## src/pcd_pkg.sv

```systemverilog
// Package with register map, field layout and result codes of the port cable diagnostic slice.
package pcd_pkg;

	// ****************************************
	// Register offsets
	// ****************************************
	localparam logic [7:0] P1_PRIO3_LIMIT_OFS = 8'h19;
	localparam logic [7:0] P1_PHY_SPECIAL_OFS = 8'h1A;
	localparam logic [7:0] P1_FAULT_DIST_OFS = 8'h1B;
	localparam logic [7:0] P2_PRIO3_LIMIT_OFS = 8'h29;
	localparam logic [7:0] P2_PHY_SPECIAL_OFS = 8'h2A;
	localparam logic [7:0] P2_FAULT_DIST_OFS = 8'h2B;
	localparam logic [7:0] P3_PRIO3_LIMIT_OFS = 8'h39;
	localparam logic [7:0] P3_RSVD_SPECIAL_OFS = 8'h3A;
	localparam logic [7:0] P3_RSVD_RESULT_OFS = 8'h3B;

	// ****************************************
	// Field positions and reset values
	// ****************************************
	localparam int LIMIT_W = 7;
	localparam int NEAR_SHORT_BIT = 7;
	localparam int OUTCOME_HI = 6;
	localparam int OUTCOME_LO = 5;
	localparam int TEST_START_BIT = 4;
	localparam int FORCE_LINK_BIT = 3;
	localparam int RSVD_SPECIAL_BIT = 2;
	localparam int REMOTE_LOOP_BIT = 1;
	localparam int FAULT_MSB_BIT = 0;
	localparam int FAULT_W = 9;
	localparam logic [6:0] LIMIT_RST = 7'h00;
	localparam logic [8:0] FAULT_RST = 9'h000;
	localparam logic [7:0] RSVD_READ = 8'h00;

	// ****************************************
	// Types
	// ****************************************
	typedef enum logic [1:0] {
		PCD_OUT_NORMAL = 2'h0,
		PCD_OUT_OPEN = 2'h1,
		PCD_OUT_SHORT = 2'h2,
		PCD_OUT_FAILED = 2'h3
	} pcd_outcome_t;

	typedef enum logic [1:0] {
		PCD_ST_IDLE = 2'h0,
		PCD_ST_RUN = 2'h1,
		PCD_ST_DONE = 2'h3
	} pcd_state_t;

endpackage : pcd_pkg

```

## src/pcd_diag_if.sv

```systemverilog
// Interface carrying one port's cable test request and result between the bank and a port slice.
interface pcd_diag_if;
	logic start;
	logic busy;
	logic [1:0] outcome;
	logic near_short_flag;
	logic [8:0] fault_count;
	logic phy_done;
	logic [1:0] phy_outcome;
	logic phy_near_short;
	logic [8:0] phy_fault_count;

	modport bank (output start, input busy, outcome, near_short_flag, fault_count);
	modport port (input start, phy_done, phy_outcome, phy_near_short, phy_fault_count,
		output busy, outcome, near_short_flag, fault_count);
endinterface : pcd_diag_if

```

## src/pcd_port_regs.sv

```systemverilog
// Port register slice: priority-3 ingress limits, PHY special control and cable test results.
//
// Behaviour
// - Each port holds a seven-bit writable priority-3 ingress limit, reset to zero.
// - Bit 7 of the special register flags a short within ten meters.
// - Two-bit outcome reports normal, open, short or failed, reset to zero.
// - Writing one to bit 4 starts the test; hardware clears it when finished.
// - Bit 3 forces link pass; clear gives normal link detection.
// - Bit 1 loops received traffic back through the PHY medium layers.
// - Nine-bit fault count: bit 8 in special bit 0, low byte next register.
// - Fault distance is about 0.4 meter per count unit.
// - Port 3 has no special or result register; those addresses read zero.
module pcd_port_regs (
	input wire logic ref_clk,
	input wire logic rst_n,
	input wire logic reg_wr,
	input wire logic reg_rd,
	input wire logic [7:0] reg_addr,
	input wire logic [7:0] reg_wdata,
	output logic [7:0] reg_rdata,
	output logic [6:0] p1_prio3_limit,
	output logic [6:0] p2_prio3_limit,
	output logic [6:0] p3_prio3_limit,
	output logic [1:0] force_link,
	output logic [1:0] remote_loop,
	output logic [1:0] diag_start,
	input wire logic [1:0] phy_done,
	input wire logic [3:0] phy_outcome,
	input wire logic [1:0] phy_near_short,
	input wire logic [17:0] phy_fault_count
);

	// ****************************************
	// Helper functions
	// ****************************************
	function automatic logic [7:0] special_word(input logic short_f, input logic [1:0] outc,
			input logic busy, input logic frc, input logic loopb, input logic [8:0] cnt);
		logic [7:0] w;
		w = 8'h00;
		w[pcd_pkg::NEAR_SHORT_BIT] = short_f;
		w[pcd_pkg::OUTCOME_HI:pcd_pkg::OUTCOME_LO] = outc;
		w[pcd_pkg::TEST_START_BIT] = busy;
		w[pcd_pkg::FORCE_LINK_BIT] = frc;
		w[pcd_pkg::RSVD_SPECIAL_BIT] = 1'b0;
		w[pcd_pkg::REMOTE_LOOP_BIT] = loopb;
		w[pcd_pkg::FAULT_MSB_BIT] = cnt[8];
		return w;
	endfunction : special_word

	function automatic logic [7:0] limit_word(input logic [6:0] lim);
		return {1'b0, lim};
	endfunction : limit_word

	// ****************************************
	// Writable control state
	// ****************************************
	logic [6:0] lim1_q, lim1_d, lim2_q, lim2_d, lim3_q, lim3_d;
	logic [1:0] frc_q, frc_d, loop_q, loop_d;
	logic [1:0] start_q, start_d;
	logic [1:0] busy;

	always_comb begin
		lim1_d = lim1_q;
		lim2_d = lim2_q;
		lim3_d = lim3_q;
		frc_d = frc_q;
		loop_d = loop_q;
		start_d = 2'h0;
		if (reg_wr) begin
			case (reg_addr)
				pcd_pkg::P1_PRIO3_LIMIT_OFS: lim1_d = reg_wdata[6:0];
				pcd_pkg::P2_PRIO3_LIMIT_OFS: lim2_d = reg_wdata[6:0];
				pcd_pkg::P3_PRIO3_LIMIT_OFS: lim3_d = reg_wdata[6:0];
				pcd_pkg::P1_PHY_SPECIAL_OFS: begin
					frc_d[0] = reg_wdata[pcd_pkg::FORCE_LINK_BIT];
					loop_d[0] = reg_wdata[pcd_pkg::REMOTE_LOOP_BIT];
					start_d[0] = reg_wdata[pcd_pkg::TEST_START_BIT] & ~busy[0];
				end
				pcd_pkg::P2_PHY_SPECIAL_OFS: begin
					frc_d[1] = reg_wdata[pcd_pkg::FORCE_LINK_BIT];
					loop_d[1] = reg_wdata[pcd_pkg::REMOTE_LOOP_BIT];
					start_d[1] = reg_wdata[pcd_pkg::TEST_START_BIT] & ~busy[1];
				end
				default: begin
					// Port 3 reserved addresses and unmapped ones ignore writes.
				end
			endcase
		end
	end

	always_ff @(posedge ref_clk) begin
		if (!rst_n) begin
			lim1_q <= pcd_pkg::LIMIT_RST;
			lim2_q <= pcd_pkg::LIMIT_RST;
			lim3_q <= pcd_pkg::LIMIT_RST;
			frc_q <= 2'h0;
			loop_q <= 2'h0;
			start_q <= 2'h0;
		end else begin
			lim1_q <= lim1_d;
			lim2_q <= lim2_d;
			lim3_q <= lim3_d;
			frc_q <= frc_d;
			loop_q <= loop_d;
			start_q <= start_d;
		end
	end

	assign p1_prio3_limit = lim1_q;
	assign p2_prio3_limit = lim2_q;
	assign p3_prio3_limit = lim3_q;
	assign force_link = frc_q;
	assign remote_loop = loop_q;
	assign diag_start = start_q;

	// ****************************************
	// Per-port cable test slices
	// ****************************************
	pcd_diag_if dif1 ();
	pcd_diag_if dif2 ();

	assign dif1.start = start_q[0];
	assign dif1.phy_done = phy_done[0];
	assign dif1.phy_outcome = phy_outcome[1:0];
	assign dif1.phy_near_short = phy_near_short[0];
	assign dif1.phy_fault_count = phy_fault_count[8:0];
	assign dif2.start = start_q[1];
	assign dif2.phy_done = phy_done[1];
	assign dif2.phy_outcome = phy_outcome[3:2];
	assign dif2.phy_near_short = phy_near_short[1];
	assign dif2.phy_fault_count = phy_fault_count[17:9];

	pcd_diag_port u_diag1 (
		.ref_clk(ref_clk),
		.rst_n(rst_n),
		.dif(dif1)
	);

	pcd_diag_port u_diag2 (
		.ref_clk(ref_clk),
		.rst_n(rst_n),
		.dif(dif2)
	);

	// The start bit reads one from the write until the test completes.
	assign busy = {dif2.busy | start_q[1], dif1.busy | start_q[0]};

	// ****************************************
	// Read path
	// ****************************************
	logic [7:0] rd_q, rd_d;

	always_comb begin
		rd_d = rd_q;
		if (reg_rd) begin
			case (reg_addr)
				pcd_pkg::P1_PRIO3_LIMIT_OFS: rd_d = limit_word(lim1_q);
				pcd_pkg::P2_PRIO3_LIMIT_OFS: rd_d = limit_word(lim2_q);
				pcd_pkg::P3_PRIO3_LIMIT_OFS: rd_d = limit_word(lim3_q);
				pcd_pkg::P1_PHY_SPECIAL_OFS: rd_d = special_word(dif1.near_short_flag,
					dif1.outcome, busy[0], frc_q[0], loop_q[0], dif1.fault_count);
				pcd_pkg::P2_PHY_SPECIAL_OFS: rd_d = special_word(dif2.near_short_flag,
					dif2.outcome, busy[1], frc_q[1], loop_q[1], dif2.fault_count);
				pcd_pkg::P1_FAULT_DIST_OFS: rd_d = dif1.fault_count[7:0];
				pcd_pkg::P2_FAULT_DIST_OFS: rd_d = dif2.fault_count[7:0];
				pcd_pkg::P3_RSVD_SPECIAL_OFS: rd_d = pcd_pkg::RSVD_READ;
				pcd_pkg::P3_RSVD_RESULT_OFS: rd_d = pcd_pkg::RSVD_READ;
				default: rd_d = pcd_pkg::RSVD_READ;
			endcase
		end
	end

	always_ff @(posedge ref_clk) begin
		if (!rst_n) begin
			rd_q <= 8'h00;
		end else begin
			rd_q <= rd_d;
		end
	end

	assign reg_rdata = rd_q;

	// ****************************************
	// Checks
	// ****************************************
	chk_reset_clear: assert property (@(posedge ref_clk)
		!rst_n |=> reg_rdata == 8'h00 && diag_start == 2'h0 && force_link == 2'h0
		&& remote_loop == 2'h0 && p1_prio3_limit == pcd_pkg::LIMIT_RST
		&& p2_prio3_limit == pcd_pkg::LIMIT_RST && p3_prio3_limit == pcd_pkg::LIMIT_RST)
		else $error("Outputs not cleared by reset.");
	chk_limit_write: assert property (@(posedge ref_clk) disable iff (!rst_n)
		(reg_wr && reg_addr == pcd_pkg::P1_PRIO3_LIMIT_OFS)
		|=> p1_prio3_limit == $past(reg_wdata[6:0]))
		else $error("Priority-3 limit write not stored.");
	chk_limit_write_p2: assert property (@(posedge ref_clk) disable iff (!rst_n)
		(reg_wr && reg_addr == pcd_pkg::P2_PRIO3_LIMIT_OFS)
		|=> p2_prio3_limit == $past(reg_wdata[6:0]))
		else $error("Port 2 priority-3 limit write not stored.");
	chk_limit_write_p3: assert property (@(posedge ref_clk) disable iff (!rst_n)
		(reg_wr && reg_addr == pcd_pkg::P3_PRIO3_LIMIT_OFS)
		|=> p3_prio3_limit == $past(reg_wdata[6:0]))
		else $error("Port 3 priority-3 limit write not stored.");
	chk_limit_hold: assert property (@(posedge ref_clk) disable iff (!rst_n)
		!reg_wr |=> $stable(p1_prio3_limit) && $stable(p2_prio3_limit)
		&& $stable(p3_prio3_limit))
		else $error("Priority-3 limit changed without a write.");
	chk_limit_top_zero: assert property (@(posedge ref_clk) disable iff (!rst_n)
		(reg_rd && reg_addr == pcd_pkg::P2_PRIO3_LIMIT_OFS)
		|=> reg_rdata == {1'b0, p2_prio3_limit})
		else $error("Limit read shows wrong value or top bit set.");
	chk_limit_read_p3: assert property (@(posedge ref_clk) disable iff (!rst_n)
		(reg_rd && reg_addr == pcd_pkg::P3_PRIO3_LIMIT_OFS)
		|=> reg_rdata == {1'b0, p3_prio3_limit})
		else $error("Port 3 limit read shows wrong value or top bit set.");
	chk_force_link: assert property (@(posedge ref_clk) disable iff (!rst_n)
		(reg_wr && reg_addr == pcd_pkg::P2_PHY_SPECIAL_OFS)
		|=> force_link[1] == $past(reg_wdata[pcd_pkg::FORCE_LINK_BIT])
		&& remote_loop[1] == $past(reg_wdata[pcd_pkg::REMOTE_LOOP_BIT]))
		else $error("Force link or loopback bit not stored.");
	chk_loop_store_p1: assert property (@(posedge ref_clk) disable iff (!rst_n)
		(reg_wr && reg_addr == pcd_pkg::P1_PHY_SPECIAL_OFS)
		|=> remote_loop[0] == $past(reg_wdata[pcd_pkg::REMOTE_LOOP_BIT])
		&& force_link[0] == $past(reg_wdata[pcd_pkg::FORCE_LINK_BIT]))
		else $error("Port 1 loopback or force link bit not stored.");
	chk_special_read: assert property (@(posedge ref_clk) disable iff (!rst_n)
		(reg_rd && reg_addr == pcd_pkg::P1_PHY_SPECIAL_OFS)
		|=> reg_rdata[pcd_pkg::RSVD_SPECIAL_BIT] == 1'b0
		&& reg_rdata[pcd_pkg::REMOTE_LOOP_BIT] == remote_loop[0])
		else $error("Special register read is wrong.");
	chk_special_read_p2: assert property (@(posedge ref_clk) disable iff (!rst_n)
		(reg_rd && reg_addr == pcd_pkg::P2_PHY_SPECIAL_OFS)
		|=> reg_rdata[pcd_pkg::RSVD_SPECIAL_BIT] == 1'b0
		&& reg_rdata[pcd_pkg::FORCE_LINK_BIT] == force_link[1])
		else $error("Port 2 special register read is wrong.");
	chk_p3_reserved: assert property (@(posedge ref_clk) disable iff (!rst_n)
		(reg_rd && (reg_addr == pcd_pkg::P3_RSVD_SPECIAL_OFS
		|| reg_addr == pcd_pkg::P3_RSVD_RESULT_OFS)) |=> reg_rdata == 8'h00)
		else $error("Port 3 reserved address read non-zero.");
	chk_p3_write_ignored: assert property (@(posedge ref_clk) disable iff (!rst_n)
		(reg_wr && (reg_addr == pcd_pkg::P3_RSVD_SPECIAL_OFS
		|| reg_addr == pcd_pkg::P3_RSVD_RESULT_OFS))
		|=> $stable(force_link) && $stable(remote_loop) && diag_start == 2'h0)
		else $error("Write to a port 3 reserved address changed control state.");

	// ****************************************
	// Cable test checks
	// ****************************************
	chk_start_pulse: assert property (@(posedge ref_clk) disable iff (!rst_n)
		(reg_wr && reg_addr == pcd_pkg::P1_PHY_SPECIAL_OFS
		&& reg_wdata[pcd_pkg::TEST_START_BIT] && !busy[0])
		|=> diag_start[0] ##1 busy[0])
		else $error("Test launch did not start port 1 diagnostic.");
	chk_start_pulse_p2: assert property (@(posedge ref_clk) disable iff (!rst_n)
		(reg_wr && reg_addr == pcd_pkg::P2_PHY_SPECIAL_OFS
		&& reg_wdata[pcd_pkg::TEST_START_BIT] && !busy[1])
		|=> diag_start[1] ##1 busy[1])
		else $error("Test launch did not start port 2 diagnostic.");
	chk_start_refused: assert property (@(posedge ref_clk) disable iff (!rst_n)
		(reg_wr && reg_addr == pcd_pkg::P1_PHY_SPECIAL_OFS && busy[0])
		|=> !diag_start[0])
		else $error("Launch write accepted while port 1 test was running.");
	chk_start_clear: assert property (@(posedge ref_clk) disable iff (!rst_n)
		(busy[0] && phy_done[0] && !start_q[0]) |=> !busy[0])
		else $error("Launch bit not cleared after completion.");
	chk_start_clear_p2: assert property (@(posedge ref_clk) disable iff (!rst_n)
		(busy[1] && phy_done[1] && !start_q[1]) |=> !busy[1])
		else $error("Port 2 launch bit not cleared after completion.");
	chk_short_read: assert property (@(posedge ref_clk) disable iff (!rst_n)
		(reg_rd && reg_addr == pcd_pkg::P2_PHY_SPECIAL_OFS)
		|=> reg_rdata[pcd_pkg::NEAR_SHORT_BIT] == $past(dif2.near_short_flag))
		else $error("Near short flag read is wrong.");
	chk_outcome_read: assert property (@(posedge ref_clk) disable iff (!rst_n)
		(reg_rd && reg_addr == pcd_pkg::P2_PHY_SPECIAL_OFS)
		|=> reg_rdata[pcd_pkg::OUTCOME_HI:pcd_pkg::OUTCOME_LO] == $past(dif2.outcome))
		else $error("Cable test outcome read is wrong.");
	chk_fault_msb: assert property (@(posedge ref_clk) disable iff (!rst_n)
		(reg_rd && reg_addr == pcd_pkg::P1_PHY_SPECIAL_OFS)
		|=> reg_rdata[pcd_pkg::FAULT_MSB_BIT] == $past(dif1.fault_count[8]))
		else $error("Fault count top bit read is wrong.");
	chk_fault_low: assert property (@(posedge ref_clk) disable iff (!rst_n)
		(reg_rd && reg_addr == pcd_pkg::P2_FAULT_DIST_OFS)
		|=> reg_rdata == $past(dif2.fault_count[7:0]))
		else $error("Fault distance low byte read is wrong.");
	chk_fault_low_p1: assert property (@(posedge ref_clk) disable iff (!rst_n)
		(reg_rd && reg_addr == pcd_pkg::P1_FAULT_DIST_OFS)
		|=> reg_rdata == $past(dif1.fault_count[7:0]))
		else $error("Port 1 fault distance low byte read is wrong.");

	// ****************************************
	// Cover points
	// ****************************************
	cov_start_refused: cover property (@(posedge ref_clk) disable iff (!rst_n)
		reg_wr && reg_addr == pcd_pkg::P2_PHY_SPECIAL_OFS
		&& reg_wdata[pcd_pkg::TEST_START_BIT] && busy[1]);
	cov_mid_test_reset: cover property (@(posedge ref_clk) !rst_n && busy[0]);
	cov_test_done: cover property (@(posedge ref_clk) disable iff (!rst_n)
		diag_start[0] ##[1:50] (busy[0] && phy_done[0]));
	cov_short_found: cover property (@(posedge ref_clk) disable iff (!rst_n)
		phy_done[1] && busy[1] && phy_near_short[1]);
	cov_force_loop: cover property (@(posedge ref_clk) disable iff (!rst_n)
		force_link[0] && remote_loop[0]);

endmodule : pcd_port_regs

```

## src/pcd_diag_port.sv

```systemverilog
// One port's cable test sequencer holding the last completed result.
module pcd_diag_port (
	input wire logic ref_clk,
	input wire logic rst_n,
	pcd_diag_if.port dif
);

	// ****************************************
	// Test sequencer
	// ****************************************
	pcd_pkg::pcd_state_t st_q, st_d;
	logic [1:0] out_q, out_d;
	logic short_q, short_d;
	logic [8:0] cnt_q, cnt_d;

	always_comb begin
		st_d = st_q;
		out_d = out_q;
		short_d = short_q;
		cnt_d = cnt_q;
		case (st_q)
			pcd_pkg::PCD_ST_IDLE: begin
				if (dif.start) begin
					st_d = pcd_pkg::PCD_ST_RUN;
				end
			end
			pcd_pkg::PCD_ST_RUN: begin
				// Results are latched only at completion.
				if (dif.phy_done) begin
					out_d = dif.phy_outcome;
					short_d = dif.phy_near_short;
					cnt_d = dif.phy_fault_count;
					st_d = pcd_pkg::PCD_ST_DONE;
				end
			end
			pcd_pkg::PCD_ST_DONE: begin
				st_d = pcd_pkg::PCD_ST_IDLE;
			end
			default: begin
				st_d = pcd_pkg::PCD_ST_IDLE;
			end
		endcase
	end

	always_ff @(posedge ref_clk) begin
		if (!rst_n) begin
			st_q <= pcd_pkg::PCD_ST_IDLE;
			out_q <= pcd_pkg::PCD_OUT_NORMAL;
			short_q <= 1'b0;
			cnt_q <= pcd_pkg::FAULT_RST;
		end else begin
			st_q <= st_d;
			out_q <= out_d;
			short_q <= short_d;
			cnt_q <= cnt_d;
		end
	end

	// Busy drops in the same cycle that the stored results first appear.
	assign dif.busy = (st_q == pcd_pkg::PCD_ST_RUN);
	assign dif.outcome = out_q;
	assign dif.near_short_flag = short_q;
	assign dif.fault_count = cnt_q;

	// ****************************************
	// Checks
	// ****************************************
	chk_result_hold: assert property (@(posedge ref_clk) disable iff (!rst_n)
		(st_q == pcd_pkg::PCD_ST_RUN && !dif.phy_done)
		|=> $stable(cnt_q) && $stable(out_q) && $stable(short_q))
		else $error("Result changed while a test was running.");
	chk_result_latch: assert property (@(posedge ref_clk) disable iff (!rst_n)
		(st_q == pcd_pkg::PCD_ST_RUN && dif.phy_done)
		|=> cnt_q == $past(dif.phy_fault_count) && out_q == $past(dif.phy_outcome))
		else $error("Result not captured at test completion.");
	chk_short_latch: assert property (@(posedge ref_clk) disable iff (!rst_n)
		(st_q == pcd_pkg::PCD_ST_RUN && dif.phy_done)
		|=> short_q == $past(dif.phy_near_short) && !dif.busy)
		else $error("Near short flag not captured at completion.");

endmodule : pcd_diag_port

```

## config.mk

```make
export PLATFORM = sky130hd
export DESIGN_NAME = pcd_port_regs
export DESIGN_NICKNAME = d
export VERILOG_FILES = /design/src/pcd_pkg.sv /design/src/pcd_diag_if.sv /design/src/pcd_port_regs.sv /design/src/pcd_diag_port.sv
export SDC_FILE = /design/constraint.sdc
export NUM_CORES = 1
export LEC_CHECK = 0
export ABC_CLOCK_PERIOD_IN_PS = 1850
export BUFFER_PORTS_ARGS = -buffer_cell sky130_fd_sc_hd__buf_2
export CAP_MARGIN = 20
export CELL_PAD_IN_SITES_DETAIL_PLACEMENT = 0
export CELL_PAD_IN_SITES_GLOBAL_PLACEMENT = 1
export CORE_ASPECT_RATIO = 1.25
export CORE_MARGIN = 10
export CORE_UTILIZATION = 39
export DETAILED_ROUTE_END_ITERATION = 16
export PLACE_DENSITY = 0.89
export SLEW_MARGIN = 20
export SYNTH_ARGS = -nofsm -noshare
export SYNTH_HDL_FRONTEND = slang
export SYNTH_SLANG_ARGS = --single-unit
```

## constraint.sdc

```tcl
create_clock -name ref_clk -period 1.85 [get_ports ref_clk]
set_input_delay 0.37 -clock ref_clk [delete_from_list [all_inputs] [get_ports ref_clk]]
set_output_delay 0.37 -clock ref_clk [all_outputs]
set_load 0.03 [all_outputs]
```

==> impl_metrics.env, run 1 <==
export IMPL_synth_edf_count=0
export IMPL_rows=35
export IMPL_routedWlPerCell_um=17.16
export IMPL_final_common_cell="buf_2"
export IMPL_start_kind="input port"
export IMPL_required_ps=2120
export IMPL_slowest_stage="and4bb_2"
export IMPL_cp_depth=5
export IMPL_power_density_nw_per_um2=782.5
export IMPL_path_max_fanout=11
export IMPL_crit_chain="buf_2 > and4bb_2 > nand3_2 > mux2i_1 > nor2b_1"
export IMPL_final_core_util_pct=49.97
export IMPL_synth_top_family_by_area="simple AND/OR/NAND/NOR gates"
export IMPL_synthXorXnorAreaFrac_pct=0
export IMPL_antenna_cells=0
export IMPL_fin_crit_sh_pct=75.51
export IMPL_vdd_drop_max_mv=0.4322
export IMPL_slew_violations=0
export IMPL_drv_cap=0
export IMPL_yosys_area_share_simple_pct=27.52
export IMPL_synth_compound_area_share_pct=19.32
export IMPL_endpoint_kind="flip-flop"
export IMPL_grt_pass1_vias=2850
export IMPL_place_inst=488
export IMPL_reg2regPathDepth=4
export IMPL_p_leak_uw=0.001532
export IMPL_synth_distinct_cells=47
export IMPL_yosysSeqAreaShare_pct=41.97
export IMPL_cts_made_buffers=9
export IMPL_postCtsHoldBufs=0
export IMPL_grt_pass1_wl_um=14360
export IMPL_wl_um=8648
export IMPL_holdWs_ps=266.9
export IMPL_htree_num_levels=3
export IMPL_grt_setup_unrepaired="false"
export IMPL_fin_area_sq_um=3720
export IMPL_fmax_mhz=715.9
export IMPL_grt_remaining_overflow=0
export IMPL_drtAntennaViolNets=0
export IMPL_dieArea_sq_um=11640
export IMPL_finalClockSkew_ps=8.614
export IMPL_postCtsSetupRepairBufs=0
export IMPL_place_gp_congestion=0.8574
export IMPL_finalSetupViolCount=0
export IMPL_ys_ff_latch=63
export IMPL_drc_errors=0
export IMPL_arrival_ps=1670
export IMPL_synth_warnings=0
export IMPL_whs_path_depth=3
export IMPL_cts_root_buf="clkbuf_8"
export IMPL_syn_area_per_cell_sq_um=9.191
export IMPL_die_width_um=98.52
export IMPL_finalHoldViolCount=0
export IMPL_status="complete, no violations"
export IMPL_tritoncts="built"
export IMPL_cts_buffer_depth=2
export IMPL_crit_path_max_incr_delay_ps=450
export IMPL_drt_pass1_iterations=4
export IMPL_cts_clk_slew_worst_paths_ps=80
export IMPL_max_slew_margin_pct=70.01
export IMPL_crit_family="simple AND/OR/NAND/NOR gates"
export IMPL_syn_num_nets=373
export IMPL_synth_area_mux_share_pct=7.327
export IMPL_hold_path_end="u_diag2.dif.fault_count[5]$_SDFFE_PN0P_"
export IMPL_drt_iter0_drc=178
export IMPL_r2r_end="u_diag2.dif.fault_count[7]$_SDFFE_PN0P_"
export IMPL_min_period_ps=1397
export IMPL_io_pins=81
export IMPL_num_nets_final=453
export IMPL_clock_sinks=63
export IMPL_final_cell_mix="buf_2 (79), nand2_1 (66), dfxtp_1 (63), a21boi_0 (31), nor2b_1 (29)"
export IMPL_reg2reg_from="u_diag2.st_q[0]$_SDFFE_PN0P_"
export IMPL_avgViaCountPerCell=5.250
export IMPL_io_buffers=79
export IMPL_path_buf_inv=1
export IMPL_r2r_slack_ps=510
export IMPL_worstHoldStart="phy_fault_count[14]"
export IMPL_grt_start_max_net_pins=27
export IMPL_syn2layout_area_growth_pct=23.77
export IMPL_start_util_pct=40.37
export IMPL_stdcell_count=504
export IMPL_synthesis_area_sq_um=3005
export IMPL_async_flop_share_pct=0
export IMPL_syn_inst=327
export IMPL_design_core_area_sq_um=7445
export IMPL_dpl_cell_area_sq_um=3490
export IMPL_synthAdderAreaFrac_pct=0
export IMPL_tns_ps=0
export IMPL_clkLatencyLatePin_ps=350
export IMPL_vias=2646
export IMPL_hold_path_class="input port to flip-flop"
export IMPL_layout_drive_gt1_share_pct=30.10
export IMPL_grt_total_usage_pct=14.84
export IMPL_ys_flop_type="dfxtp_1"
export IMPL_die_h_um=118.1
export IMPL_cts_resized_gates=0
export IMPL_tightest_slew_ps=449.9
export IMPL_antenna_found_initial=0
export IMPL_dp_hpwl_um=6572
export IMPL_fill_cells=755
export IMPL_crit_type="input port to flip-flop"
## Yosys cell counts, types with 6 or more instances
cell type	n	area, sq um
nand2_1	66	247.7
dfxtp_1	63	1261
nand3_1	13	65.06
nor2b_1	29	181.4
a22o_1	11	96.34
a31oi_1	6	37.54
a22oi_1	6	45.04
clkbuf_1	13	48.80
mux2i_1	22	220.2
a21boi_0	31	232.7
o21ai_0	6	30.03
## routing by layer
metal  routed length [um]  share of wire (%)  global-route usage, %
met1                 3585                 41                  16.39
met4                  208                2.4                  6.822
met5                    0                  0                      0
met3                  692                8.0                  5.536
met2                 4162                 48                  24.59
## sequential cells by signal, indices dropped and copies added (netlist names), 2 cells and up
register                 flops
p3_prio3_limit               7
reg_rdata                    8
p1_prio3_limit               7
u_diag1.dif.fault_count      9
force_link                   2
u_diag1.st_q                 2
diag_start                   2
u_diag1.dif.outcome          2
p2_prio3_limit               7
remote_loop                  2
u_diag2.st_q                 2
u_diag2.dif.fault_count      9
u_diag2.dif.outcome          2
## cell type report
cell class	instances	area, sq um	area share (%)
Multi-Input combinational cell	242	1628	43.76
Sequential cell	63	1261	33.91
Timing Repair Buffer	91	485.5	13.05
Clock buffer	10	137.6	3.700
Tap cell	92	115.1	3.095
Clock inverter	6	92.59	2.489
## worst max-delay path by stage
stage / startpoint / to
final: reg_addr[1] / p1_prio3_limit[5]$_SDFFE_PN0P_
after detailed placement: reg_addr[5] / reg_rdata[0]$_SDFFE_PN0P_
after global placement: reg_addr[1] / p1_prio3_limit[6]$_SDFFE_PN0P_
after floorplan: reg_addr[0] / reg_rdata[1]$_SDFFE_PN0P_
after CTS: u_diag2.st_q[0]$_SDFFE_PN0P_ / u_diag2.dif.fault_count[7]$_SDFFE_PN0P_
after global routing: u_diag2.st_q[0]$_SDFFE_PN0P_ / u_diag2.dif.fault_count[7]$_SDFFE_PN0P_
## where the power goes
group / switching (uW) / internal, uW
logic: 97.1 / 79.7
clock network: 576 / 802
registers: 0.683 / 1360
## metrics by stage
step | total power [uW] | worst slack (ps)
6_report | 2911 | 453.2
3_5_place_dp | 1564 | 130.5
3_3_place_gp | 1561 | 152.8
5_1_grt | 2996 | 312.0
4_1_cts | 2926 | 471.2
2_1_floorplan | 1474 | 226.7
## worst register-to-register path, cell delays in order (launching register included)
cell and delay [ps]:
dfxtp_1 320, nor2b_1 220, and2_1 440, nand2_1 100, a21boi_0 190
## kinds of logic (layout without fill, tap and decap cells)
| logic type | count (synthesis) | after routing |
|---|---|---|
| flip-flops | 63 | 63 |
| AND/OR/NAND/NOR | 143 | 143 |
| multiplexers | 22 | 22 |
| buffers and inverters | 22 | 107 |
| AO/OA/AOI/OAI | 77 | 77 |
Note: power is estimated with default switching activity, not from simulation.
==> inputs of run 2 (changes only) <==
--- a/config.mk
+++ b/config.mk
@@ -5,16 +5,17 @@
 export SDC_FILE = /design/constraint.sdc
 export NUM_CORES = 1
 export LEC_CHECK = 0
-export ABC_CLOCK_PERIOD_IN_PS = 1850
+export ABC_AREA = 1
+export ABC_CLOCK_PERIOD_IN_PS = 1170
 export BUFFER_PORTS_ARGS = -buffer_cell sky130_fd_sc_hd__buf_2
 export CAP_MARGIN = 20
 export CELL_PAD_IN_SITES_DETAIL_PLACEMENT = 0
 export CELL_PAD_IN_SITES_GLOBAL_PLACEMENT = 1
 export CORE_ASPECT_RATIO = 1.25
 export CORE_MARGIN = 10
-export CORE_UTILIZATION = 39
+export CORE_UTILIZATION = 33
 export DETAILED_ROUTE_END_ITERATION = 16
-export PLACE_DENSITY = 0.89
+export PLACE_DENSITY = 0.86
 export SLEW_MARGIN = 20
 export SYNTH_ARGS = -nofsm -noshare
 export SYNTH_HDL_FRONTEND = slang
==> constraint.sdc (replaced) <==
create_clock -name ref_clk -period 1.17 [get_ports ref_clk]
set_input_delay 0.234 -clock ref_clk [delete_from_list [all_inputs] [get_ports ref_clk]]
set_output_delay 0.234 -clock ref_clk [all_outputs]
set_load 0.03 [all_outputs]
==> impl_metrics.env, run 2 <==
export IMPL_rows=37
export IMPL_cts_buffer_depth=2
export IMPL_grt_pass1_wl_um=13180
export IMPL_dp_hpwl_um=6493
export IMPL_syn_inst=396
export IMPL_top_layer="met4"
export IMPL_place_gp_congestion=0.8394
export IMPL_tns_ps=0
export IMPL_finalClockSkew_ps=7.425
export IMPL_io_buffers=79
export IMPL_dpl_cell_area_sq_um=3435
export IMPL_slowest_stage="dfxtp_1"
export IMPL_slew_violations=0
export IMPL_vias=2797
export IMPL_met2_length_um=4007
export IMPL_postCtsSetupRepairBufs=0
export IMPL_drc_errors=0
export IMPL_clock_sinks=63
export IMPL_synth_distinct_cells=21
export IMPL_tightest_slew_ps=332.5
export IMPL_ys_ff_latch=63
export IMPL_die_h_um=123.5
export IMPL_holdWs_ps=176.6
export IMPL_clkLatencyLatePin_ps=340
export IMPL_endpoint_kind="primary output"
export IMPL_grt_setup_unrepaired="false"
export IMPL_antenna_found_initial=0
export IMPL_power_density_nw_per_um2=1230
export IMPL_fin_crit_sh_pct=97.23
export IMPL_p_leak_uw=0.001587
export IMPL_vdd_drop_max_mv=0.6907
export IMPL_cts_root_buf="clkbuf_8"
export IMPL_fill_cells=862
export IMPL_yosysSeqAreaShare_pct=44.56
export IMPL_crit_family="flip-flops"
export IMPL_synth_top_cells_by_count="dfxtp_1 (63), inv_1 (59), a21oi_1 (54), nand2_1 (54), nand3_1 (53)"
export IMPL_hold_path_class="input port to flip-flop"
export IMPL_finalHoldViolCount=0
export IMPL_dieArea_sq_um=12700
export IMPL_synthesis_area_sq_um=2830
export IMPL_yosysTopAreaCell="dfxtp_1"
export IMPL_syn2layout_area_growth_pct=31.61
export IMPL_crit_path_max_incr_delay_ps=360
export IMPL_fin_area_sq_um=3725
export IMPL_start_kind="flip-flop"
export IMPL_crit_type="flip-flop to primary output"
export IMPL_route_met3_wl_um=647
export IMPL_grt_pass1_vias=2719
export IMPL_synth_most_common_cell="dfxtp_1"
export IMPL_layout_drive_gt1_share_pct=26.95
export IMPL_stdcell_count=583
export IMPL_design_core_area_sq_um=8287
export IMPL_fmax_mhz=879.1
export IMPL_drt_pass1_iterations=4
export IMPL_final_cell_mix="buf_2 (60), inv_1 (59), dfxtp_1 (59), a21oi_1 (54), nand2_1 (53)"
export IMPL_ys_flop_type="dfxtp_1"
export IMPL_async_flop_share_pct=0
export IMPL_cts_made_buffers=9
export IMPL_min_period_ps=1138
export IMPL_status="complete, no violations"
export IMPL_required_ps=940
export IMPL_htree_num_levels=3
export IMPL_synth_top_area_share_pct=44.56
export IMPL_final_common_cell="buf_2"
export IMPL_path_buf_inv=1
export IMPL_num_nets_final=527
export IMPL_postCtsHoldBufs=0
export IMPL_setup_slack_ps=32.41
export IMPL_arrival_ps=900
export IMPL_synth_edf_count=0
export IMPL_grt_remaining_overflow=0
export IMPL_max_slew_margin_pct=77.78
export IMPL_path_max_fanout=3
export IMPL_m1WireLength_um=3512
export IMPL_synth_area_leaders="dfxtp_1 (45%), a21oi_1 (9.5%), nand3_1 (9.4%), o21ai_0 (8.3%), inv_1 (7.8%)"
export IMPL_finalSetupViolCount=0
export IMPL_drtAntennaViolNets=0
export IMPL_place_inst=567
export IMPL_syn_num_nets=442
export IMPL_cts_clk_slew_worst_paths_ps=70
export IMPL_tritoncts="built"
export IMPL_grt_start_max_net_pins=26
export IMPL_syn_area_per_cell_sq_um=7.147
export IMPL_wl_um=8291
export IMPL_avgViaCountPerCell=4.798
export IMPL_grt_total_usage_pct=13.18
export IMPL_antenna_cells=0
export IMPL_die_width_um=102.8
export IMPL_place_ws_ps=-209.9
export IMPL_start_util_pct=34.15
export IMPL_drv_cap=0
export IMPL_synth_warnings=0
export IMPL_routedWlPerCell_um=14.22
export IMPL_io_pins=81
export IMPL_crit_chain="clkbuf_4"
export IMPL_drt_iter0_drc=99
run 2: metrics by stage:
step	utilization [%]	total power, uW
4_1_cts	44.47	4617
3_3_place_gp	41.45	2461
2_1_floorplan	-	2329
5_1_grt	44.95	4739
6_report	44.95	4581
3_5_place_dp	41.45	2463
run 2: path summary, 6_finish.rpt:
check                                  from                                 endpoint  slack (ps)  cells past startpoint
min                          phy_outcome[2]      u_diag2.dif.outcome[0]$_SDFFE_PN0P_         180                      3
max reg2reg    u_diag1.st_q[0]$_SDFFE_PN0P_  u_diag1.dif.fault_count[3]$_SDFFE_PN0P_         110                      4
min reg2reg    u_diag1.st_q[1]$_SDFFE_PN0P_             u_diag1.st_q[0]$_SDFFE_PN0P_         420                      1
max          p3_prio3_limit[6]$_SDFFE_PN0P_                        p3_prio3_limit[6]          30                      1
run 2: cells by family after synthesis:
kind of cell	count (synthesis)	share of synthesized area (%)
AOI/OAI and AO/OA	108	19.50
buffers and inverters	83	12.29
DFF	63	44.56
and+or+nand+nor	142	23.65
run 2: what timing repair did:
| item | in CTS | in global routing |
|---|---|---|
| resized for setup | 9 | 25 |
| pin swaps | 0 | 0 |
| endpoints found under the setup margin | 9 | 21 |
| hold endpoints to repair | 0 | 0 |
run 2: report_power, final:
| part | switching, uW | leakage [uW] | internal, uW |
|---|---|---|---|
| clock | 851 | 0.000120 | 1320 |
| combinational | 159 | 0.000959 | 108 |
| sequential | 1.77 | 0.000509 | 2150 |
run 2: routing by layer:
layer  GRT usage (%)  vias up
li1                -     1456
met1           15.16     1248
met2           22.53       83
met3           4.185       10
met4           4.443        0
met5               0        -
run 2: final cells by class:
cell class                 count  area, sq um  area share, %
tap                           97        121.4          3.258
inverter                      60        225.2          6.046
clock buffer                  11        151.4          4.064
sequential                    63         1266          33.99
timing repair buffer          97        653.1          17.53
clock inverter                 5        78.83          2.116
multi-input combinational    250         1229          32.99
run 2: tightest hold or removal path: cells and delay by family:
kind	cells	cell delay [ps]
compound gates	2	170
buf+inv	1	70
